===== src/rtl/rts_pkg.sv =====
// Constants shared by both ends of the tag and sequence return path.
// Assumes both ends run on one clock and meet through rts_if.
// Summary of operation
// RULE_01 - Core-managed tags reported on 10-bit output
// RULE_02 - First tag valid only while its strobe
// RULE_03 - Client captures tags to match completions
// RULE_04 - Client may issue requests before tags return
// RULE_05 - Tags returned and paired in transfer order
// RULE_06 - First tag output holds earlier request
// RULE_07 - Second tag output valid with own strobe
// RULE_08 - Client supplies 6-bit sequence per request
// RULE_09 - Sequence echoed once past completion overtaking
// RULE_10 - Second sequence output carries extra echo
// RULE_11 - First sequence strobe pulses one cycle
// RULE_12 - Second sequence strobe pulses one cycle
// RULE_13 - Sequence echo use optional for client
// RULE_14 - Address-space-id option shares sideband bits
// RULE_15 - Transfer only when valid and ready
// RULE_16 - Tag strobe zero none, one present
// RULE_17 - Client tag mode keeps strobes low
// RULE_18 - Reset clears strobes and empties queues
package rts_pkg;
  localparam int TAG_W = 10;
  localparam int SEQ_W = 6;
  localparam int SIDEBAND_W = 183;
  localparam int SHARED_HI = 182;
  localparam int SHARED_LO = 137;
  localparam int PIPE_LAT = 3;
  localparam int QUEUE_DEPTH = 16;
  localparam logic [TAG_W-1:0] TAG_RST = 10'h000;
  localparam logic [SEQ_W-1:0] SEQ_RST = 6'h00;
endpackage


===== src/rtl/rts_if.sv =====
// Interface joining the core end and the client end of the return path.
// Assumes one clock; the testbench drives clk and reset.
`timescale 1ns/1ns
interface rts_if
  import rts_pkg::*;
(
  input wire logic clk,
  input wire logic reset
);
  logic req_valid; // Client has a request beat
  logic req_ready; // Core accepts the beat
  logic req_non_posted; // Beat starts a Non-Posted request
  logic [SEQ_W-1:0] req_seq_in_a; // Client sequence number
  logic [SIDEBAND_W-1:0] request_stream_sideband; // Sideband
  logic [TAG_W-1:0] alloc_tag_out_a; // Earlier tag
  logic [TAG_W-1:0] alloc_tag_out_b; // Later tag
  logic alloc_tag_strobe_a;
  logic alloc_tag_strobe_b;
  logic [SEQ_W-1:0] echo_seq_out_a;
  logic [SEQ_W-1:0] echo_seq_out_b;
  logic echo_seq_strobe_a;
  logic echo_seq_strobe_b;
  modport core (input clk, reset, req_valid, req_non_posted, req_seq_in_a, request_stream_sideband,
    output req_ready, alloc_tag_out_a, alloc_tag_out_b, alloc_tag_strobe_a, alloc_tag_strobe_b,
    echo_seq_out_a, echo_seq_out_b, echo_seq_strobe_a, echo_seq_strobe_b);
  modport client (input clk, reset, req_ready, alloc_tag_out_a, alloc_tag_out_b, alloc_tag_strobe_a,
    alloc_tag_strobe_b, echo_seq_out_a, echo_seq_out_b, echo_seq_strobe_a, echo_seq_strobe_b,
    output req_valid, req_non_posted, req_seq_in_a, request_stream_sideband);
endinterface


===== src/rtl/rts_core.sv =====
// Core end: accepts request beats, allocates tags, returns tags and sequence echoes.
// Assumes the client holds valid and data steady while ready is low.
`timescale 1ns/1ns
module rts_core
  import rts_pkg::*;
#(
  parameter int DEPTH = QUEUE_DEPTH, // Queue depth, power of two
  parameter int LAT = PIPE_LAT // Cycles until a request can't be passed
) (
  rts_if.core bus,
  input wire logic client_tag_on, // Client manages its own tags
  input wire logic addr_space_id_capability_on, // Sideband top bits are shared
  input wire logic [SHARED_HI-SHARED_LO:0] cfg_shared_in, // Shared config value
  output logic [SHARED_HI-SHARED_LO:0] cfg_shared_out // Shared bits seen by config
);
  localparam int AW = $clog2(DEPTH);
  // Tag queue and sequence queue storage
  logic [TAG_W-1:0] tag_mem [DEPTH];
  logic [SEQ_W-1:0] seq_mem [DEPTH];
  logic [AW:0] tq_wr, tq_rd, next_tq_wr, next_tq_rd;
  logic [AW:0] sq_wr, sq_rd, next_sq_wr, next_sq_rd;
  logic [LAT-1:0] sq_delay, next_sq_delay; // Pipeline position of head sequence
  logic [TAG_W-1:0] tag_ctr, next_tag_ctr; // Next tag to hand out
  logic take; // Beat transferred
  logic [TAG_W-1:0] next_tag_a, next_tag_b;
  logic [SEQ_W-1:0] next_seq_a, next_seq_b;
  logic next_tstb_a, next_tstb_b, next_sstb_a, next_sstb_b;
  logic [AW:0] t_cnt, s_cnt;
  wire clk_w = bus.clk; // Local copy of the interface clock
  wire rst_w = bus.reset; // Local copy of the interface reset

  // Queue index wrap
  function automatic logic [AW-1:0] idx(input logic [AW:0] p);
    return p[AW-1:0];
  endfunction

  assign take = bus.req_valid && bus.req_ready; // RULE_15
  assign t_cnt = tq_wr - tq_rd;
  assign s_cnt = sq_wr - sq_rd;

  // Next-state for queues, strobes and outputs
  always_comb begin
    next_tq_wr = tq_wr;
    next_tq_rd = tq_rd;
    next_sq_wr = sq_wr;
    next_sq_rd = sq_rd;
    next_tag_ctr = tag_ctr;
    next_sq_delay = sq_delay;
    next_tag_a = bus.alloc_tag_out_a;
    next_tag_b = bus.alloc_tag_out_b;
    next_seq_a = bus.echo_seq_out_a;
    next_seq_b = bus.echo_seq_out_b;
    next_tstb_a = 1'b0;
    next_tstb_b = 1'b0;
    next_sstb_a = 1'b0;
    next_sstb_b = 1'b0;
    // Pop up to two tags, oldest on output a
    if (!client_tag_on && t_cnt != '0) begin // RULE_17
      next_tag_a = tag_mem[idx(tq_rd)]; // RULE_01 RULE_05 RULE_06
      next_tstb_a = 1'b1; // RULE_02 RULE_16
      next_tq_rd = tq_rd + 1'b1;
      if (t_cnt > 1) begin
        next_tag_b = tag_mem[idx(tq_rd + 1'b1)]; // RULE_06 RULE_07
        next_tstb_b = 1'b1; // RULE_07 RULE_16
        next_tq_rd = tq_rd + 2'd2;
      end
    end
    // Age head sequence; echo once it is past the overtaking point
    if (s_cnt != '0) begin
      next_sq_delay = {sq_delay[LAT-2:0], 1'b1};
      if (sq_delay[LAT-1]) begin // RULE_09
        next_seq_a = seq_mem[idx(sq_rd)];
        next_sstb_a = 1'b1; // RULE_11
        next_sq_rd = sq_rd + 1'b1;
        if (s_cnt > 1) begin // RULE_10
          next_seq_b = seq_mem[idx(sq_rd + 1'b1)];
          next_sstb_b = 1'b1; // RULE_12
          next_sq_rd = sq_rd + 2'd2;
        end
        next_sq_delay = '0;
      end
    end
    // Enqueue a transferred request
    if (take) begin
      next_sq_wr = sq_wr + 1'b1;
      if (bus.req_non_posted && !client_tag_on) begin
        next_tq_wr = tq_wr + 1'b1;
        next_tag_ctr = tag_ctr + 1'b1;
      end
    end
  end

  // Register state; reset empties queues and drops strobes
  always_ff @(posedge clk_w or posedge rst_w) begin
    if (rst_w) begin // RULE_18
      tq_wr <= '0;
      tq_rd <= '0;
      sq_wr <= '0;
      sq_rd <= '0;
      sq_delay <= '0;
      tag_ctr <= TAG_RST;
      bus.alloc_tag_out_a <= TAG_RST;
      bus.alloc_tag_out_b <= TAG_RST;
      bus.echo_seq_out_a <= SEQ_RST;
      bus.echo_seq_out_b <= SEQ_RST;
      bus.alloc_tag_strobe_a <= 1'b0;
      bus.alloc_tag_strobe_b <= 1'b0;
      bus.echo_seq_strobe_a <= 1'b0;
      bus.echo_seq_strobe_b <= 1'b0;
      bus.req_ready <= 1'b0;
      cfg_shared_out <= '0;
    end else begin
      tq_wr <= next_tq_wr;
      tq_rd <= next_tq_rd;
      sq_wr <= next_sq_wr;
      sq_rd <= next_sq_rd;
      sq_delay <= next_sq_delay;
      tag_ctr <= next_tag_ctr;
      bus.alloc_tag_out_a <= next_tag_a;
      bus.alloc_tag_out_b <= next_tag_b;
      bus.echo_seq_out_a <= next_seq_a;
      bus.echo_seq_out_b <= next_seq_b;
      bus.alloc_tag_strobe_a <= next_tstb_a;
      bus.alloc_tag_strobe_b <= next_tstb_b;
      bus.echo_seq_strobe_a <= next_sstb_a;
      bus.echo_seq_strobe_b <= next_sstb_b;
      // Stall while either queue may overflow next cycle
      bus.req_ready <= (next_tq_wr - next_tq_rd) < (AW+1)'(DEPTH - 1)
        && (next_sq_wr - next_sq_rd) < (AW+1)'(DEPTH - 1); // RULE_04
      // Shared sideband bits go to config when option on
      cfg_shared_out <= addr_space_id_capability_on ?
        bus.request_stream_sideband[SHARED_HI:SHARED_LO] : cfg_shared_in; // RULE_14
    end
  end

  // Queue writes on transfer
  always_ff @(posedge clk_w) begin
    if (take) begin
      seq_mem[idx(sq_wr)] <= bus.req_seq_in_a;
      if (bus.req_non_posted && !client_tag_on)
        tag_mem[idx(tq_wr)] <= tag_ctr;
    end
  end
endmodule


===== src/flat_wrapper.sv =====
// flat-port wrapper written by rule: the top's interface ports become plain ports
module rts_core_flat import rts_pkg::*;
#(
  parameter int DEPTH = QUEUE_DEPTH,                             
  parameter int LAT = PIPE_LAT                                          
)
  (client_tag_on, addr_space_id_capability_on, cfg_shared_in, cfg_shared_out, clk, reset, bus_req_valid, bus_req_non_posted, bus_req_seq_in_a, bus_request_stream_sideband, bus_req_ready, bus_alloc_tag_out_a, bus_alloc_tag_out_b, bus_alloc_tag_strobe_a, bus_alloc_tag_strobe_b, bus_echo_seq_out_a, bus_echo_seq_out_b, bus_echo_seq_strobe_a, bus_echo_seq_strobe_b);
  rts_if bus_i (.clk(clk), .reset(reset));
  input wire logic client_tag_on;
  input wire logic addr_space_id_capability_on;
  input wire logic [SHARED_HI-SHARED_LO:0] cfg_shared_in;
  output logic [SHARED_HI-SHARED_LO:0] cfg_shared_out;
  input wire logic clk;
  input wire logic reset;
  input wire logic [$bits(bus_i.req_valid)-1:0] bus_req_valid;
  input wire logic [$bits(bus_i.req_non_posted)-1:0] bus_req_non_posted;
  input wire logic [$bits(bus_i.req_seq_in_a)-1:0] bus_req_seq_in_a;
  input wire logic [$bits(bus_i.request_stream_sideband)-1:0] bus_request_stream_sideband;
  output wire logic [$bits(bus_i.req_ready)-1:0] bus_req_ready;
  output wire logic [$bits(bus_i.alloc_tag_out_a)-1:0] bus_alloc_tag_out_a;
  output wire logic [$bits(bus_i.alloc_tag_out_b)-1:0] bus_alloc_tag_out_b;
  output wire logic [$bits(bus_i.alloc_tag_strobe_a)-1:0] bus_alloc_tag_strobe_a;
  output wire logic [$bits(bus_i.alloc_tag_strobe_b)-1:0] bus_alloc_tag_strobe_b;
  output wire logic [$bits(bus_i.echo_seq_out_a)-1:0] bus_echo_seq_out_a;
  output wire logic [$bits(bus_i.echo_seq_out_b)-1:0] bus_echo_seq_out_b;
  output wire logic [$bits(bus_i.echo_seq_strobe_a)-1:0] bus_echo_seq_strobe_a;
  output wire logic [$bits(bus_i.echo_seq_strobe_b)-1:0] bus_echo_seq_strobe_b;
  assign bus_i.req_valid = bus_req_valid;
  assign bus_i.req_non_posted = bus_req_non_posted;
  assign bus_i.req_seq_in_a = bus_req_seq_in_a;
  assign bus_i.request_stream_sideband = bus_request_stream_sideband;
  assign bus_req_ready = bus_i.req_ready;
  assign bus_alloc_tag_out_a = bus_i.alloc_tag_out_a;
  assign bus_alloc_tag_out_b = bus_i.alloc_tag_out_b;
  assign bus_alloc_tag_strobe_a = bus_i.alloc_tag_strobe_a;
  assign bus_alloc_tag_strobe_b = bus_i.alloc_tag_strobe_b;
  assign bus_echo_seq_out_a = bus_i.echo_seq_out_a;
  assign bus_echo_seq_out_b = bus_i.echo_seq_out_b;
  assign bus_echo_seq_strobe_a = bus_i.echo_seq_strobe_a;
  assign bus_echo_seq_strobe_b = bus_i.echo_seq_strobe_b;
  rts_core #(.DEPTH(DEPTH), .LAT(LAT)) u_core (.bus(bus_i), .client_tag_on(client_tag_on), .addr_space_id_capability_on(addr_space_id_capability_on), .cfg_shared_in(cfg_shared_in), .cfg_shared_out(cfg_shared_out));
endmodule

===== config.mk =====
export PLATFORM = sky130hd
export DESIGN_NAME = rts_core_flat
export DESIGN_NICKNAME = d
export VERILOG_FILES = /design/src/rtl/rts_pkg.sv /design/src/rtl/rts_if.sv /design/src/rtl/rts_core.sv /design/src/flat_wrapper.sv
export SDC_FILE = /design/constraint.sdc
export NUM_CORES = 1
export LEC_CHECK = 0
export ABC_AREA = 0
export BUFFER_PORTS_ARGS = -buffer_cell sky130_fd_sc_hd__buf_2
export CAP_MARGIN = 20
export CORE_MARGIN = 3
export CORE_UTILIZATION = 40
export DETAILED_ROUTE_END_ITERATION = 6
export PLACE_DENSITY = 0.68
export RECOVER_POWER = 25
export SLEW_MARGIN = 20
export SYNTH_ARGS = -nofsm -noshare
export SYNTH_HDL_FRONTEND = slang
export SYNTH_SLANG_ARGS = --single-unit

===== constraint.sdc =====
create_clock -name clk -period 6 [get_ports clk]
set_input_delay 0.3 -clock clk [delete_from_list [all_inputs] [get_ports clk]]
set_output_delay 0.3 -clock clk [all_outputs]
set_load 0.005 [all_outputs]

; Word level (Yosys, flattened, before mapping)
; Memory sizes are Yosys's and may differ from the RTL's. A register that Yosys moved wholly into a read port is not among the register bits.
; Index checks and enable logic that the tools add are counted.
[op_classes]
n_mul = 0
n_div = 0
shift = 0
eq_ne = 0
addsub = 11
n_bitwise = 0
order_cmp = 4
muxes = 23
n_reduce_logical = 11
[ops]
columns = operator, n
row1 = 2-to-1 mux 46 bit, 1
row2 = 2-to-1 mux 5 bit, 8
row3 = "adder 5 x 1 -> 5 bit, second input constant", 4
row4 = subtractor 5 bit, 4
row5 = 2-to-1 mux 1 bit, 13
row6 = "adder 10 x 1 -> 10 bit, second input constant", 1
row7 = "adder 5 x 2 -> 5 bit, second input constant", 2
row8 = "greater-than comparator 5 x 1 -> 1 bit, second input constant", 2
row9 = "< comparator 5 x 4 -> 1 bit, second input constant", 2
row10 = nonzero test 5 bit, 2
row11 = AND reduction 2 bit, 3
row12 = logical AND 1 bit, 4
row13 = 2-to-1 mux 3 bit, 1
row14 = AND reduction 3 bit, 1
row15 = zero test 1 bit, 1
[word_totals]
ff_bits = 84
mem_bits_rw = 256
output_inout_bits = 83
n_memories = 2
in_bits = 241
mem_bits_ro = 0
latch_bits = 0
[mem_list]
columns = name, words, width, rd, rd_clocked_by_memory_dff, wr, line
row1 = u_core.tag_mem, 16, 10, 2, 2, 1, rts_core.sv:18  ; logic [TAG_W-1:0] tag_mem [DEPTH];
row2 = u_core.seq_mem, 16, 6, 2, 2, 1, rts_core.sv:19  ; logic [SEQ_W-1:0] seq_mem [DEPTH];

; Depth between registers and ports, before layout
[logic_depth]
depth_word = 8
ltp_mapped = 20
depth_no_buf = 19

; Worst setup path after synthesis
; OpenSTA, ideal clock, no wires.
[synth_path]
path_type = reg-to-reg
from = reg u_core.sq_rd[1]
to = reg u_core.bus.req_ready
synth_period_minus_slack_ns = 3.922
path_stages_with_launch = 20
arrival_time_ns = 3.788
t_required_ns = 5.865
path_slack_ns = 2.078
path_cell_list = dfrtp_1 -> buf_2 -> buf_2 -> inv_1 -> fa_1 -> nand3_1 -> a21oi_1 -> o221ai_4 -> or2_1 -> buf_2 -> nand2_2 -> inv_4 -> nor2_1 -> a211o_1 -> fa_1 -> a21o_1 -> a21oi_1 -> xnor2_1 -> xnor2_1 -> nor4_2
[synth_via]
elab_chain_len = 8
elab_cells_between_ends = 11
classes_between = add/sub (4) / order compare (2) / mux (3) / reduce/logical (2)
[synth_lines]
columns = element, line
row1 = from (decl), rts_core.sv:21  ; logic [AW:0] sq_wr, sq_rd, next_sq_wr, next_sq_rd;
row2 = from (signal assigned), rts_core.sv:116  ; sq_rd <= next_sq_rd;
row3 = subtractor 5 bit, rts_core.sv:39  ; assign s_cnt = sq_wr - sq_rd;
row4 = greater-than comparator 5 x 1 -> 1 bit, rts_core.sv:75  ; if (s_cnt > 1) begin
row5 = 2-to-1 mux 5 bit, rts_core.sv:75
row6 = 2-to-1 mux 5 bit, rts_core.sv:71  ; if (sq_delay[LAT-1]) begin
row7 = 2-to-1 mux 5 bit (*), rts_core.sv:69  ; if (s_cnt != '0) begin
row8 = subtractor 5 bit (*), rts_core.sv:129  ; && (next_sq_wr - next_sq_rd) < (AW+1)'(DEPTH - 1);
row9 = < comparator 5 x 4 -> 1 bit (*), rts_core.sv:129
row10 = logical AND 1 bit (*), rts_core.sv:129
row11 = to (signal assigned), rts_core.sv:128  ; bus.req_ready <= (next_tq_wr - next_tq_rd) < (AW+1)'(DEPTH - 1)
row12 = to (decl), rts_if.sv:24  ; output req_ready, alloc_tag_out_a, alloc_tag_out_b, alloc_tag_strobe_a, alloc_tag_strobe_b,
; Every way passes the cells marked *; elsewhere a longest branch is shown, timed or not.
; A chain may end at the register's enable or synchronous reset.

; Final worst setup path
[layout_path]
from = reg u_core.sq_rd[3]
to = reg u_core.bus.req_ready
; Same word-level chain as after synthesis.

==> flow_summary.toml <==
[status]
outcome = "complete, no violations"

[logic_synthesis]
ys_types = 53
synthCells = 910
ys_warn_count = 0
synth_nets = 1184
synthesis.area_um2 = 17200
postSynthRegisterBits = 372
seq_area_frac_synth = 0.617
syn_area_per_cell_um2 = 18.9

[cts]
cts_root_buffer = "clkbuf_16"
cts_tree = "built"
insertion_delay_ps = 550
h-tree-depth = 2
cts_setup_buffers = 0
cts.reportedPaths.clkPinSlew_ps = 60
cts_resized = 0
cts.sinks = 372
hold_buffers = 83
cts_buffer_depth = 3
cts_made_buffers = 39

[place]
gp_congestion = 0.784
dp_hpwl_mm = 26.3
numPortBuffers = 186

[worst_setup_path]
path_cells = "inv_1 -> ha_1 -> a21oi_1 -> a21oi_1 -> o221ai_4 -> or2_1 -> nand2_2 -> inv_4 -> nor2_1 -> a211o_1 -> ha_1 -> a21o_1 -> a21oi_1 -> xor2_1 -> nor4b_1 -> nor4_2"
cp-end-kind = "flip-flop"
cpMostUsedCell = "a21oi_1"
worstReg2RegEnd = "u_core.bus.req_ready"
rrSetupSlack_ps = 1820
critPathSlowestCell = "dfrtp_1"
worstReg2RegStart = "u_core.sq_rd[3]"
crit_type = "reg -> reg"
start_kind = "flip-flop"
r2r_cells = 16
path_max_fanout = 9
max_stage_delay_ps = 610
crit_end = "u_core.bus.req_ready"
critPathLaunch = "u_core.sq_rd[3]"
critPathArrivalTime_ps = 4590
critPathRequiredTime_ps = 6400

[flow_run]
max_cap_violations = 0

[die]
ios = 324
die_y_um = 213
rows = 75
die_area_um2 = 45400
coreArea_um2 = 42100
die_width_um = 213
initial_core_util = 0.407

[timing]
fin_setup_tns_ps = 0
fin_crit_sh = 0.697
slew-limit-headroom = 0.278
slew_viol_final = 0
rsz0062_at_grt = "no"
hold_violations = 0
setup_viol = 0
fin_crit_ps = 4180
fmaxAchievable_ghz = 0.239
clock_skew_ps = 18.2
tightest_slew_ps = 1080

[pwr]
p_sw_mw = 3.07
p_comb_frac = 0.407
p_sw_frac = 0.325
power.total_mw = 9.46
power_density_nw_per_um2 = 455
p_int_mw = 6.39
worst_ir_drop_vdd_mv = 0.325
leakage_nw = 7.69
pwr-share-seq = 0.347
clockPowerShare = 0.246

[routing]
routed_wirelength_mm = 39.8
viasPerCell = 5.42
detail_route.drc_violations = 0
wire_per_inst_um = 22.5
drtIter0Drc = 714
ant_nets = 0
first_pass_iters = 5
num_vias = 9573

[global_route]
grt_antenna_before_repair = 1
globalRouteOverflowTotal = 0
grt.total_usage = 0.176
grt_max_degree = 67
grt_first_pass_wirelength_mm = 60.7
grt_pass1_vias = 10200

[final_layout]
fill_cells = 3436
utilization = 0.493
layout.nets = 1470
diodes = 0
layout_common_cells = "edfxtp_1, buf_2, mux4_2"
drive_above_1_share = 0.430
area_growth_pct = 21.0
layout_commonest_cell = "edfxtp_1"

[min_path]
min_path_type = "in -> reg"
## worst min-delay path by stage
stage	end	cells past startpoint	startpoint
finish	u_core.cfg_shared_out[40]	2	bus_request_stream_sideband[177]
global route	u_core.cfg_shared_out[6]	2	cfg_shared_in[6]
CTS	u_core.cfg_shared_out[40]	2	bus_request_stream_sideband[177]
detailed placement	u_core.tq_wr[4]	1	u_core.tq_wr[4]
global placement	u_core.tq_wr[4]	1	u_core.tq_wr[4]
floorplan	u_core.seq_mem[0][0]	0	bus_req_seq_in_a[0]
## critical path: cells and delay by family (launching register included)
kind	cells	cell delay (ps)
fa+ha+maj	2	680
flops	1	610
buf+inv	2	400
xor+xnor	1	90
simple gates	5	950
compound gates	6	1300
## stage by stage
stage | hold WS [ps] | cell area [um2] | cells | worst slack (ps)
2_1_floorplan | 399 | 17200 | 910 | 2080
3_3_place_gp | 475 | 18700 | 1610 | 1910
3_5_place_dp | 481 | 18700 | 1610 | 1850
4_1_cts | 0.170 | 20800 | 1765 | 1830
5_1_grt | 13.3 | 20800 | 1766 | 1470
6_report | 27.0 | 20800 | 1766 | 1820
## cell families after synthesis
group | Yosys count | synth area share
xor+xnor | 44 | 0.0233
flops | 372 | 0.617
mux | 243 | 0.266
buf+inv | 79 | 0.0244
compound gates | 35 | 0.0137
fa+ha+maj | 33 | 0.0258
simple gates | 104 | 0.0300
## Yosys cell counts (all sizes together)
cell type | count | area [um2]
edfxtp | 256 | 7690
mux4 | 160 | 3600
dfrtp | 116 | 2900
mux2 | 79 | 912
nor2 | 40 | 153
buf | 37 | 258
ha | 29 | 363
xnor2 | 28 | 260
inv | 27 | 104
nand2 | 20 | 77.6
xor2 | 16 | 140
clkbuf | 14 | 52.6
a21oi | 11 | 55.1
nor3 | 9 | 45.0
o21ai | 8 | 40.0
nand3 | 7 | 35.0
a21o | 6 | 45.0
nand2b | 6 | 37.5
nand4 | 5 | 31.3
and3 | 4 | 25.0
fa | 4 | 80.1
mux2i | 4 | 40.0
nor4 | 3 | 40.0
a21boi | 2 | 15.0
a31oi | 2 | 12.5
and2 | 2 | 12.5
nor2b | 2 | 12.5
a211o | 1 | 8.76
a211oi | 1 | 7.51
a31o | 1 | 8.76
and3b | 1 | 8.76
clkinv | 1 | 3.75
nand3b | 1 | 7.51
nor3b | 1 | 7.51
nor4b | 1 | 8.76
o211a | 1 | 10.0
o221ai | 1 | 26.3
o22ai | 1 | 6.26
or2 | 1 | 6.26
or4 | 1 | 7.51
## sequential cells by signal (all words and copies together) (netlist names)
register	count
u_core.bus.alloc_tag_out_a	10
u_core.bus.alloc_tag_out_b	10
u_core.bus.alloc_tag_strobe_a	1
u_core.bus.alloc_tag_strobe_b	1
u_core.bus.echo_seq_out_a	6
u_core.bus.echo_seq_out_b	6
u_core.bus.echo_seq_strobe_a	1
u_core.bus.echo_seq_strobe_b	1
u_core.bus.req_ready	1
u_core.cfg_shared_out	46
u_core.seq_mem	96
u_core.sq_delay	3
u_core.sq_rd	5
u_core.sq_wr	5
u_core.tag_ctr	10
u_core.tag_mem	160
u_core.tq_rd	5
u_core.tq_wr	5
## per-layer routing
layer  share of wire  up-vias  global-route usage
met2            0.54      254               0.317
met1            0.39     5040               0.222
met5               0        -                   0
met3           0.049       55              0.0314
li1                -     4224                   -
met4           0.018        0              0.0450
## power by group through the flow
stage / Sequential (mW) / Clock, mW / Combinational [mW]
after global routing: 3.32 / 2.49 / 4.20
final: 3.28 / 2.33 / 3.85
after floorplan: 3.26 / 0 / 2.99
after CTS: 3.28 / 2.39 / 3.90
after global placement: 3.32 / 0 / 3.80
after detailed placement: 3.33 / 0 / 3.83
## area by class of cell
type                            instances  area [um2]  area share
Sequential cell                       372       10600       0.510
Clock inverter                         17         176     0.00850
Tap cell                              539         674      0.0325
Timing Repair Buffer                  296        1950      0.0941
Multi-Input combinational cell        459        6200       0.298
Inverter                               28         110     0.00530
Clock buffer                           55        1060      0.0509
(Power assumes the default switching activity.)
